## config.mk

```make
export PLATFORM = sky130hd
export DESIGN_NAME = scca_speed_adv
export DESIGN_NICKNAME = d
export VERILOG_FILES = /design/src/verilog/scca_pkg.sv /design/src/verilog/scca_lead_div.sv /design/src/verilog/scca_pwm_meter.sv /design/src/verilog/scca_speed_adv.sv
export VERILOG_INCLUDE_DIRS = /design/src /design/src/verilog
export SDC_FILE = /design/constraint.sdc
export NUM_CORES = 1
export LEC_CHECK = 0
export ABC_CLOCK_PERIOD_IN_PS = 8900
export BUFFER_PORTS_ARGS = -buffer_cell sky130_fd_sc_hd__buf_2
export CAP_MARGIN = 40
export CORE_MARGIN = 2
export CORE_UTILIZATION = 57
export DETAILED_ROUTE_END_ITERATION = 16
export PLACE_DENSITY_LB_ADDON = 0.12
export RECOVER_POWER = 50
export SLEW_MARGIN = 30
export SYNTH_ARGS = -nofsm -noshare
export SYNTH_HDL_FRONTEND = slang
export SYNTH_SLANG_ARGS = --single-unit
```

## constraint.sdc

```tcl
create_clock -name pclk -period 8.9 [get_ports pclk]
set_clock_uncertainty 0.15 [all_clocks]
set_input_delay 0.445 -clock pclk [delete_from_list [all_inputs] [get_ports pclk]]
set_output_delay 0.445 -clock pclk [all_outputs]
set_load 0.03 [all_outputs]
```

## src/verilog/scca_consts.svh

```systemverilog
// Offsets, field positions, reset values and timing counts of the speed/advance block
`ifndef SCCA_CONSTS_SVH
`define SCCA_CONSTS_SVH

`define SCCA_ADDR_CTRL       8'h00
`define SCCA_ADDR_SPEED      8'h04
`define SCCA_ADDR_STATUS     8'h08
`define SCCA_ADDR_LEAD       8'h0C
`define SCCA_ADDR_FEEDBACK   8'h10

`define SCCA_CTRL_W          15
`define SCCA_CTRL_RESET      15'h0000
`define SCCA_SPEED_RESET     9'h000
`define SCCA_HI_FIELD_LSB    16

`define SCCA_SPEED_MAX       9'h1FF
`define SCCA_CLK_PERIOD_NS   25
`define SCCA_ADV_UNIT_NS     2500
`define SCCA_ADV_UNIT_CYC    ((`SCCA_ADV_UNIT_NS + `SCCA_CLK_PERIOD_NS - 1) / `SCCA_CLK_PERIOD_NS)
`define SCCA_ACCEL_TICK_CYC  64
`define SCCA_ACCEL_MAX_CODE  3'h7
`define SCCA_PWM_WIN_CYC     4096
`define SCCA_PWM_DUTY_SHIFT  3
`define SCCA_DIV_STEPS       5'h1B

`endif

```

## src/verilog/scca_pkg.sv

```systemverilog
// Types shared by the speed-command and commutation-advance block
package scca_pkg;

  typedef struct packed {
    logic [6:0] adv_code;
    logic [1:0] atten_coef;
    logic [2:0] accel_rate;
    logic       adv_mode;
    logic       in_type;
    logic       src_reg;
  } scca_cfg_t;

  typedef struct packed {
    logic [26:0] num;
    logic [8:0]  den;
  } scca_div_req_t;

  typedef enum logic {
    DIV_IDLE,
    DIV_RUN
  } scca_div_st_t;

endpackage

```

## src/verilog/scca_lead_div.sv

```systemverilog
// Sequential restoring divider for the variable commutation lead
`include "scca_consts.svh"
module scca_lead_div
  import scca_pkg::*;
(
  input  wire logic          pclk,
  input  wire logic          presetn,
  input  wire logic          start,
  input  wire scca_div_req_t req,
  output logic               done,
  output logic [17:0]        quot
);

  scca_div_st_t st_ff;
  logic [26:0]  num_ff;
  logic [26:0]  q_ff;
  logic [9:0]   rem_ff;
  logic [8:0]   den_ff;
  logic [4:0]   step_ff;
  logic         done_ff;
  wire  [9:0]   shifted_w = {rem_ff[8:0], num_ff[26]};
  wire          fits_w = (shifted_w >= {1'b0, den_ff});
  wire  [9:0]   nxt_rem = fits_w ? (shifted_w - {1'b0, den_ff}) : shifted_w;
  wire          last_w = (step_ff == `SCCA_DIV_STEPS - 5'h01);

  always_ff @(posedge pclk or negedge presetn) begin
    if (!presetn) begin
      st_ff   <= DIV_IDLE;
      num_ff  <= 27'h0000000;
      q_ff    <= 27'h0000000;
      rem_ff  <= 10'h000;
      den_ff  <= 9'h000;
      step_ff <= 5'h00;
      done_ff <= 1'b0;
    end else begin
      done_ff <= 1'b0;
      unique case (st_ff)
        DIV_IDLE: begin
          if (start) begin
            st_ff   <= DIV_RUN;
            num_ff  <= req.num;
            den_ff  <= req.den;
            rem_ff  <= 10'h000;
            step_ff <= 5'h00;
          end
        end
        DIV_RUN: begin
          rem_ff  <= nxt_rem;
          num_ff  <= {num_ff[25:0], 1'b0};
          q_ff    <= {q_ff[25:0], fits_w};
          step_ff <= step_ff + 5'h01;
          if (last_w) begin
            st_ff   <= DIV_IDLE;
            done_ff <= 1'b1;
          end
        end
      endcase
    end
  end

  assign done = done_ff;
  assign quot = q_ff[17:0];
endmodule

```

## src/verilog/scca_pwm_meter.sv

```systemverilog
// Duty-cycle meter for the PWM-encoded speed pin
`include "scca_consts.svh"
module scca_pwm_meter
  import scca_pkg::*;
(
  input  wire logic       pclk,
  input  wire logic       presetn,
  input  wire logic       pin_level,
  output logic [8:0]      duty
);

  logic [11:0] win_cnt_ff;
  logic [12:0] hi_cnt_ff;
  logic [8:0]  duty_ff;
  wire         win_end_w = (win_cnt_ff == 12'(`SCCA_PWM_WIN_CYC - 1));
  wire  [12:0] hi_next_w = hi_cnt_ff + {12'h000, pin_level};
  wire  [12:0] hi_scale_w = hi_next_w >> `SCCA_PWM_DUTY_SHIFT;
  wire  [8:0]  nxt_duty = (hi_scale_w > 13'(`SCCA_SPEED_MAX)) ? `SCCA_SPEED_MAX
                                                              : hi_scale_w[8:0];

  // High time over a fixed window, scaled to the 9-bit command range
  always_ff @(posedge pclk or negedge presetn) begin
    if (!presetn) begin
      win_cnt_ff <= 12'h000;
      hi_cnt_ff  <= 13'h0000;
      duty_ff    <= 9'h000;
    end else begin
      win_cnt_ff <= win_cnt_ff + 12'h001;
      hi_cnt_ff  <= win_end_w ? 13'h0000 : hi_next_w;
      if (win_end_w) begin
        duty_ff <= nxt_duty;
      end
    end
  end

  assign duty = duty_ff;
endmodule

```

## src/verilog/scca_speed_adv.sv

```systemverilog
// Speed-command selection, rate limiting and commutation advance with an APB register file
`include "scca_consts.svh"
module scca_speed_adv
  import scca_pkg::*;
#(
  parameter logic [13:0] ACCEL_TICK_CYC = 14'(`SCCA_ACCEL_TICK_CYC),
  parameter logic [6:0]  LEAD_UNIT_CYC  = 7'(`SCCA_ADV_UNIT_CYC)
)
(
  input  wire logic        pclk,
  input  wire logic        presetn,
  input  wire logic        psel,
  input  wire logic        penable,
  input  wire logic        pwrite,
  input  wire logic [7:0]  paddr,
  input  wire logic [31:0] pwdata,
  output logic [31:0]      prdata,
  output logic             pready,
  output logic             pslverr,
  input  wire logic        speed_pin,
  input  wire logic [8:0]  speed_analog_code,
  input  wire logic [8:0]  current_sample,
  input  wire logic        current_valid,
  input  wire logic        bemf_zero_cross,
  output logic [8:0]       drive_amplitude,
  output logic             commutate
);

  function automatic logic [8:0] sat_sub9(input logic [8:0] a, input logic [8:0] b);
    sat_sub9 = (a > b) ? (a - b) : 9'h000;
  endfunction

  // Base lead in clock cycles from the exponent/mantissa code
  function automatic logic [17:0] lead_base(input logic [6:0] code, input logic [6:0] unit);
    logic [10:0] scaled;
    scaled = {7'h00, code[3:0]} << code[6:4];
    lead_base = 18'(scaled) * 18'(unit);
  endfunction

  // Register file and APB slave
  scca_cfg_t   cfg_ff;
  logic [8:0]  speed_cmd_ff;
  logic [31:0] prdata_ff;
  logic        pready_ff;
  logic        pslverr_ff;
  logic [31:0] rd_mux_w;

  wire         apb_access_w = psel && penable;
  wire         apb_write_w  = apb_access_w && pwrite && pready_ff;
  wire         sel_ctrl_w   = (paddr == `SCCA_ADDR_CTRL);
  wire         sel_speed_w  = (paddr == `SCCA_ADDR_SPEED);
  wire         sel_stat_w   = (paddr == `SCCA_ADDR_STATUS);
  wire         sel_lead_w   = (paddr == `SCCA_ADDR_LEAD);
  wire         sel_fb_w     = (paddr == `SCCA_ADDR_FEEDBACK);
  wire         addr_hit_w   = sel_ctrl_w || sel_speed_w || sel_stat_w || sel_lead_w || sel_fb_w;
  wire         wr_ctrl_w    = apb_write_w && sel_ctrl_w;
  wire         wr_speed_w   = apb_write_w && sel_speed_w;

  always_ff @(posedge pclk or negedge presetn) begin
    if (!presetn) begin
      cfg_ff       <= `SCCA_CTRL_RESET;
      speed_cmd_ff <= `SCCA_SPEED_RESET;
    end else begin
      if (wr_ctrl_w) begin
        cfg_ff <= pwdata[`SCCA_CTRL_W-1:0];
      end
      if (wr_speed_w) begin
        speed_cmd_ff <= pwdata[8:0];
      end
    end
  end

  // One wait state: data is registered in the first access cycle, answered in the second
  always_ff @(posedge pclk or negedge presetn) begin
    if (!presetn) begin
      pready_ff  <= 1'b0;
      pslverr_ff <= 1'b0;
      prdata_ff  <= 32'h00000000;
    end else begin
      pready_ff  <= apb_access_w && !pready_ff;
      pslverr_ff <= apb_access_w && !pready_ff && !addr_hit_w;
      if (apb_access_w && !pready_ff) begin
        prdata_ff <= rd_mux_w;
      end
    end
  end

  // Speed pin synchroniser, PWM meter and source selection
  logic pin_meta_ff;
  logic pin_sync_ff;
  logic [8:0] pwm_duty_w;

  always_ff @(posedge pclk or negedge presetn) begin
    if (!presetn) begin
      pin_meta_ff <= 1'b0;
      pin_sync_ff <= 1'b0;
    end else begin
      pin_meta_ff <= speed_pin;
      pin_sync_ff <= pin_meta_ff;
    end
  end

  scca_pwm_meter u_pwm_meter (
    .pclk      (pclk),
    .presetn   (presetn),
    .pin_level (pin_sync_ff),
    .duty      (pwm_duty_w)
  );

  wire [8:0] pin_cmd_w = cfg_ff.in_type ? pwm_duty_w : speed_analog_code;
  wire [8:0] target_w  = cfg_ff.src_reg ? speed_cmd_ff : pin_cmd_w;

  // Rate limiter: one LSB per tick, tick interval set by the accel code
  logic [13:0] accel_cnt_ff;
  logic [8:0]  ramp_ff;
  wire  [2:0]  accel_shift_w = `SCCA_ACCEL_MAX_CODE - cfg_ff.accel_rate;
  wire  [13:0] accel_int_w   = ACCEL_TICK_CYC << accel_shift_w;
  wire         accel_tick_w  = (accel_cnt_ff >= accel_int_w - 14'h0001);
  wire  [8:0]  nxt_ramp      = (ramp_ff < target_w) ? ramp_ff + 9'h001 :
                               (ramp_ff > target_w) ? ramp_ff - 9'h001 : ramp_ff;

  always_ff @(posedge pclk or negedge presetn) begin
    if (!presetn) begin
      accel_cnt_ff <= 14'h0000;
      ramp_ff      <= 9'h000;
    end else begin
      accel_cnt_ff <= accel_tick_w ? 14'h0000 : accel_cnt_ff + 14'h0001;
      if (accel_tick_w) begin
        ramp_ff <= nxt_ramp;
      end
    end
  end

  // The ramped code is the peak amplitude; 511 is full scale
  logic [8:0] amp_ff;

  always_ff @(posedge pclk or negedge presetn) begin
    if (!presetn) begin
      amp_ff <= 9'h000;
    end else begin
      amp_ff <= ramp_ff;
    end
  end

  // Current feedback filter and back-EMF estimate
  logic [8:0] filt_ff;
  wire signed [9:0] fb_diff_w  = $signed({1'b0, current_sample}) - $signed({1'b0, filt_ff});
  wire signed [9:0] fb_step_w  = fb_diff_w >>> ({1'b0, cfg_ff.atten_coef} + 3'h1);
  wire        [8:0] nxt_filt   = 9'($signed({1'b0, filt_ff}) + fb_step_w);
  wire        [8:0] bemf_w     = sat_sub9(amp_ff, filt_ff);

  always_ff @(posedge pclk or negedge presetn) begin
    if (!presetn) begin
      filt_ff <= 9'h000;
    end else if (current_valid) begin
      filt_ff <= nxt_filt;
    end
  end

  // Commutation lead
  logic [17:0]   lead_ff;
  logic [17:0]   div_quot_w;
  logic          div_done_w;
  logic          div_start_ff;
  logic [17:0]   lead_var_ff;
  wire  [17:0]   base_w     = lead_base(cfg_ff.adv_code, LEAD_UNIT_CYC);
  wire  [8:0]    headroom_w = sat_sub9(amp_ff, bemf_w);
  wire           clamp_w    = (bemf_w >= amp_ff);
  scca_div_req_t div_req_w;

  assign div_req_w.num = 27'(base_w) * 27'(headroom_w);
  assign div_req_w.den = amp_ff;

  scca_lead_div u_lead_div (
    .pclk    (pclk),
    .presetn (presetn),
    .start   (div_start_ff),
    .req     (div_req_w),
    .done    (div_done_w),
    .quot    (div_quot_w)
  );

  wire [17:0] nxt_lead = !cfg_ff.adv_mode ? base_w :
                         clamp_w          ? 18'h00000 : lead_var_ff;

  always_ff @(posedge pclk or negedge presetn) begin
    if (!presetn) begin
      div_start_ff <= 1'b1;
      lead_var_ff  <= 18'h00000;
      lead_ff      <= 18'h00000;
    end else begin
      div_start_ff <= div_done_w;
      if (div_done_w) begin
        lead_var_ff <= div_quot_w;
      end
      lead_ff <= nxt_lead;
    end
  end

  // Commutation scheduler: fire lead cycles before the predicted zero cross
  logic [19:0] period_cnt_ff;
  logic [19:0] last_period_ff;
  logic        fired_ff;
  logic        commutate_ff;
  wire  [19:0] lead20_w  = {2'b00, lead_ff};
  wire  [19:0] fire_at_w = (lead20_w >= last_period_ff) ? 20'h00000 : last_period_ff - lead20_w;
  wire         fire_w    = !fired_ff && !bemf_zero_cross && (last_period_ff != 20'h00000) &&
                           (period_cnt_ff == fire_at_w);

  always_ff @(posedge pclk or negedge presetn) begin
    if (!presetn) begin
      period_cnt_ff  <= 20'h00000;
      last_period_ff <= 20'h00000;
      fired_ff       <= 1'b0;
      commutate_ff   <= 1'b0;
    end else begin
      commutate_ff <= fire_w;
      if (bemf_zero_cross) begin
        last_period_ff <= period_cnt_ff;
        period_cnt_ff  <= 20'h00000;
        fired_ff       <= 1'b0;
      end else begin
        if (period_cnt_ff != 20'hFFFFF) begin
          period_cnt_ff <= period_cnt_ff + 20'h00001;
        end
        if (fire_w) begin
          fired_ff <= 1'b1;
        end
      end
    end
  end

  // Read-back multiplexer
  wire [31:0] rd_ctrl_w = {17'h00000, cfg_ff};
  wire [31:0] rd_spd_w  = {23'h000000, speed_cmd_ff};
  wire [31:0] rd_stat_w = {7'h00, target_w, 7'h00, amp_ff};
  wire [31:0] rd_lead_w = {14'h0000, lead_ff};
  wire [31:0] rd_fb_w   = {7'h00, filt_ff, 7'h00, bemf_w};
  assign rd_mux_w = sel_ctrl_w  ? rd_ctrl_w :
                    sel_speed_w ? rd_spd_w  :
                    sel_stat_w  ? rd_stat_w :
                    sel_lead_w  ? rd_lead_w :
                    sel_fb_w    ? rd_fb_w   : 32'h00000000;

  assign prdata          = prdata_ff;
  assign pready          = pready_ff;
  assign pslverr         = pslverr_ff;
  assign drive_amplitude = amp_ff;
  assign commutate       = commutate_ff;
endmodule
```

==> metrics.txt, run 1 <==
status finished, violations left; failing checks max-capacitance violations, max-slew violations; Residual DRC 0; Syn. warnings 0; number of synthesized flops with an enable pin 0; worst skew pair latency 0.60 ns; Die X 199 µm; sequential share of the synthesized area 31.6%; final net count 2823; Seq cells post-synth 275; min cycle time layout 8.57 ns; initial antenna violation count 1; Root Buffer clkbuf_16; die area 39700 µm²; Avg Inst Size Synth 9.27 µm²; Cell Count, Final, Fillers Out 3005; FFs w/ async S/R, synth 100%; Reg2Reg Setup Slack 0.33 ns; required time at the worst-slack endpoint 9.23 ns; Reg2Reg Launch Point filt_ff[2]$_DFFE_PN0P_; hold path startpoint current_valid; most instantiated cells after synthesis dfrtp_1, inv_1, nor2_1; number of global-route vias before repair 17216; CP max FO 12; port bufs 85; PwrDens 157 nW/µm²; Hold Path End filt_ff[7]$_DFFE_PN0P_; Hold Crit Class in2reg; count leader, synth dfrtp_1; placed insts 2921; TritonCTS clock tree done; Vias/cell 5.69; CP endpoint kind flip-flop; area grow syn2layout 13.3%; HPWL Detailed 41100 µm; max-slew violations 395; routed wire length 54000 µm; leading area contributor after synthesis dfrtp_1; first-pass GRT wire length 88600 µm; max incr delay on CP 0.55 ns; max_slew headroom -201%; fin crit share 96.3%; Antenna Violating Nets Remaining 0; GRT Overall Usage 28.0%; clk slew on worst S/H paths 0.06 ns; gr ovfl total 0; WP data arrival 8.91 ns; CP startpoint filt_ff[2]$_DFFE_PN0P_; Clock Tree Buf Depth 3; final setup violation count 0; FF-to-FF path depth 33; slowest CP cell fa_1; Sink Count 275; crit start category flip-flop; Row Count 71; fraction of layout cells with a size suffix above 1 16.0%; Main synth FF type dfrtp_1; hold path cells 3; Synth area leaders dfrtp_1, fa_1, ha_1; largest net degree at the start of global routing 151; ant diodes 0; routability cong. 0.915; RR Endpoint u_lead_div.num_ff[23]$_DFFE_PN0P_; Clock H-tree levels 1; TritonCTS buffer count 31; max_cap viols 6; Leak 12.1 nW; Peak Freq 0.117 GHz; Setup TNS 0 ns; die height 199 µm; Post-Syn Instances 2346; top-area cell type share of the netlist area 31.5%; core box area 37700 µm²; Synth cell types 92; vias post-DR 17100; Avg WL per Cell 18.0 µm; final hold vios 0; Initial Util 57.8%; initial DRC count 913; DR pass1 iterations 7; fill cell count 3165; Syn Std Cell Area 21800 µm²; Max IR drop VDD 0.140 mV; Crit Path Class reg2reg; Slew @ Worst Pin 4.52 ns; Ports 110
cell families (layout without fill, tap and decap cells):
family | count (synthesis) | count (layout) | synth area share, %
AND/OR/NAND/NOR | 708 | 708 | 15.5
AO/OA/AOI/OAI | 444 | 444 | 13.1
buffers and inverters | 346 | 488 | 6.26
adder cells (fa/ha/maj) | 287 | 287 | 20.4
flip-flops | 275 | 275 | 31.6
multiplexers | 151 | 151 | 7.68
XOR/XNOR | 133 | 133 | 5.42
other | 2 | 8 | 0.0345
layer usage:
layer  wire length, µm  global-route usage [%]  part of all wire (%)  up-vias
met4              1850                    9.68                   3.4        0
met3              2880                    4.54                   5.3      117
li1                  -                       -                     -     8250
met2             24900                    45.2                    46      400
met5                 0                       0                     0        -
met1             24400                    38.6                    45     8333
flip-flops by register name (all words and copies together), names as in the netlist, 12 cells and up:
signal                  cells
prdata                     25
period_cnt_ff              20
u_lead_div.num_ff          25
u_pwm_meter.win_cnt_ff     12
lead_var_ff                18
u_lead_div.q_ff            18
lead_ff                    18
last_period_ff             20
cfg_ff                     15
u_pwm_meter.hi_cnt_ff      13
accel_cnt_ff               14
metrics by stage:
stage | power, mW | setup slack [ns] | hold WS (ns) | cell area [µm²] | util (%)
5_1_grt | 4.09 | -0.0455 | 0.0823 | 24700 | 65.5
3_5_place_dp | 2.47 | -0.0223 | 0.187 | 23100 | 61.3
6_report | 3.88 | 0.327 | 0.0771 | 24700 | 65.5
4_1_cts | 3.88 | 0.0247 | 0.0587 | 24400 | 64.7
2_1_floorplan | 2.17 | 0.193 | -0.000591 | 21800 | -
3_3_place_gp | 2.43 | 0.103 | 0.187 | 23000 | 61.0
cell type report:
cell class | count | area, µm² | area share (%)
clock buffers | 42 | 877 | 3.56
clock inverters | 15 | 230 | 0.934
inverters | 243 | 912 | 3.70
multi-input cells | 1731 | 13800 | 56.2
flip-flops and latches | 275 | 6890 | 27.9
well taps | 511 | 639 | 2.59
repair buffers | 188 | 1260 | 5.12
cell usage in the layout (no fill, tap or decap), types with 17 or more instances in the layout:
cell,n
a31oi_1,19
fa_1,110
nand2_1,184
o21ai_0,145
clkbuf_16,31
nor2b_1,31
buf_4,73
nand2b_1,32
buf_2,78
a21o_1,32
nor3_1,27
nor2_1,225
inv_1,240
nand3_1,70
clkbuf_1,18
xor2_1,53
xnor2_1,75
ha_1,169
mux2i_1,48
dfrtp_1,270
a21oi_1,80
dlygate4sd3_1,17
or3_1,27
and3_1,23
nand4_1,18
mux2_2,97
repair_timing:
action / in CTS / in global routing
resized for setup: 5 / 74
hold buffers: 17 / 0
hold endpoints to repair: 149 / 0
buffers inserted: 1 / 6
setup endpoints to repair: 3 / 8
pin swaps: 1 / 20
worst max-delay path by stage:
stage,slack (ns),cells past startpoint,to
final,0.33,33,u_lead_div.num_ff[23]$_DFFE_PN0P_
after global routing,-0.05,39,u_lead_div.num_ff[23]$_DFFE_PN0P_
after CTS,0.02,35,u_lead_div.num_ff[23]$_DFFE_PN0P_
after detailed placement,-0.02,35,u_lead_div.num_ff[23]$_DFFE_PN0P_
after global placement,0.10,35,u_lead_div.num_ff[23]$_DFFE_PN0P_
after floorplan,0.19,36,u_lead_div.num_ff[23]$_DFFE_PN0P_
where the power goes:
| group | leakage, nW | internal, mW | switching [mW] | total (mW) |
|---|---|---|---|---|
| Sequential | 3.75 | 1.30 | 0.0378 | 1.34 |
| Combinational | 7.80 | 0.498 | 0.658 | 1.16 |
| Clock | 0.536 | 0.837 | 0.555 | 1.39 |
| Total | 12.1 | 2.63 | 1.25 | 3.88 |
critical path, delay by kind of cell, from the launching register on:
family / cells / cell delay (ns)
AOI/OAI and AO/OA: 11 / 2.10
xor gates and xnor gates: 1 / 0.07
adders and majority gates: 7 / 3.15
buffers and inverters: 7 / 0.83
DFF: 1 / 0.41
muxes: 2 / 0.50
and+or+nand+nor: 5 / 1.23
(Power assumes the default switching activity.)
==> run 2, diff against run 1 <==
Settings changed: ABC_CLOCK_PERIOD_IN_PS 8900 to 10650, CORE_UTILIZATION 57 to 65, SLEW_MARGIN 30 to 15.
Clock period 8.9 ns to 10.65 ns, I/O delays scaled along.
==> run 2 against run 1 <==
Non-clock buffer count is 67 lower. Via count rose by 0.75%. Die area decreased by 12%. The flow still finishes with violations (max-capacitance violations, max-slew violations). Clock power fell by 17%. Register-to-register slack better by 0.64 ns. Setup slack gained 0.64 ns. First-iteration DRC count grew 32%.
==> metrics.txt, run 2 (same netlist as run 1, synthesis figures left out) <==
status finished, violations left; failing checks max-capacitance violations, max-slew violations; final net count 2756; core box area 32800 µm²; Initial Util 66.4%; clk slew on worst S/H paths 0.06 ns; Row Count 66; vias post-DR 17229; first-pass GRT wire length 87300 µm; hold_buf cts 2; slowest CP cell fa_1; Antenna Violating Nets Remaining 0; fin crit share 90.9%; Sink Count 275; cells resized by post-CTS repair 0; Clock H-tree levels 1; Ports 110; PwrDens 133 nW/µm²; Root Buffer clkbuf_16; setup ws final 0.965 ns; port bufs 85; Vias/cell 6.01; final core occ 72.3%; initial DRC count 1201; max-slew violations 252; Hold Crit Class in2reg; area grow syn2layout 9.01%; Slew @ Worst Pin 6.16 ns; required time at the worst-slack endpoint 10.95 ns; fraction of layout cells with a size suffix above 1 11.0%; pre-CTS WS 0.865 ns; CP endpoint kind flip-flop; WP data arrival 9.99 ns; routed wire length 52100 µm; Max IR drop VDD 0.126 mV; Post-CTS Setup Inserts 0; die height 187 µm; worst skew pair latency 0.58 ns; Setup TNS 0 ns; gr ovfl total 0; max_slew headroom -311%; Peak Freq 0.103 GHz; HPWL Detailed 39700 µm; Clock Tree Buf Depth 3; DR pass1 iterations 6; most used cell, CP fa_1; GRT Overall Usage 30.4%; CP max FO 17; routability cong. 0.919; placed insts 2805; max_cap viols 4; final hold vios 0; largest net degree at the start of global routing 116; crit start category flip-flop; number of global-route vias before repair 17050; TritonCTS clock tree done; initial antenna violation count 0; most frequent cells in the layout dfrtp_1, inv_1, nor2_1; max incr delay on CP 0.55 ns; min cycle time layout 9.69 ns; Leak 11.6 nW; die area 35000 µm²; TritonCTS buffer count 31; Cell Count, Final, Fillers Out 2867; final setup violation count 0; Residual DRC 0; most common cell after layout, fill and taps aside dfrtp_1; ant diodes 0; Avg WL per Cell 18.2 µm; RSZ-0062 raised after global routing no; Crit Path Class reg2reg; Die X 187 µm
## run 2: cell count changes in the layout (fill, tap and decap cells not counted), sizes merged
cell,change
bufinv,+1
clkbuf,+24
buf,-81
clkinv,+1
dlygate4sd3,-15
inv,-2
clkinvlp,+3
## run 2: worst max-delay path, delay by kind of cell, from the launching register on
family,cells,cell delay [ns]
and+or+nand+nor,7,1.61
muxes,2,0.53
xor gates and xnor gates,1,0.09
buffers and inverters,5,0.74
adders and majority gates,7,3.04
AOI/OAI and AO/OA,12,2.89
DFF,1,0.49
## run 2: final timing paths
kind	cells past startpoint	endpoint	startpoint	slack (ns)
worst max-delay path	34	u_lead_div.num_ff[23]$_DFFE_PN0P_	drive_amplitude[1]$_DFF_PN0_	0.96
worst min-delay path	3	cfg_ff[14]$_DFFE_PN0P_	pwdata[14]	0.01
worst max register to register	34	u_lead_div.num_ff[23]$_DFFE_PN0P_	drive_amplitude[1]$_DFF_PN0_	0.96
worst min register to register	0	pin_sync_ff$_DFF_PN0_	pin_meta_ff$_DFF_PN0_	0.20
max in group asynchronous	3	u_pwm_meter.win_cnt_ff[1]$_DFF_PN0_	presetn	3.67
min in group asynchronous	2	filt_ff[0]$_DFFE_PN0P_	presetn	2.67
## run 2: per-layer routing
| metal | GRT usage, % | vias to the layer above | part of all wire, % |
|---|---|---|---|
| met1 | 42.2 | 8499 | 43 |
| li1 | - | 8092 | - |
| met4 | 9.00 | 0 | 3.1 |
| met2 | 50.8 | 519 | 48 |
| met5 | 0 | - | 0 |
| met3 | 3.23 | 119 | 6.1 |
## run 2: final cells by class
type / count / area (µm²)
Tap cell: 442 / 553
Multi-Input combinational cell: 1731 / 13500
Timing Repair Buffer: 121 / 726
Inverter: 243 / 912
Fill cell: 2525 / 9070
Clock buffer: 37 / 828
Sequential cell: 275 / 6880
Clock inverter: 18 / 267
## run 2: stage by stage
step | power (mW) | hold WS [ns] | instance area (µm²)
detailed placement | 2.02 | 0.196 | 22600
finish | 3.17 | 0.0127 | 23700
CTS | 3.17 | 0.00195 | 23700
floorplan | 1.81 | 0.0869 | 21800
global route | 3.33 | 0.0209 | 23700
global placement | 1.99 | 0.189 | 22500
## run 2: where the power goes
part	leakage, nW	switching [mW]	internal [mW]
Sequential	3.76	0.0299	1.08
Clock	0.517	0.450	0.698
Combinational	7.31	0.520	0.383
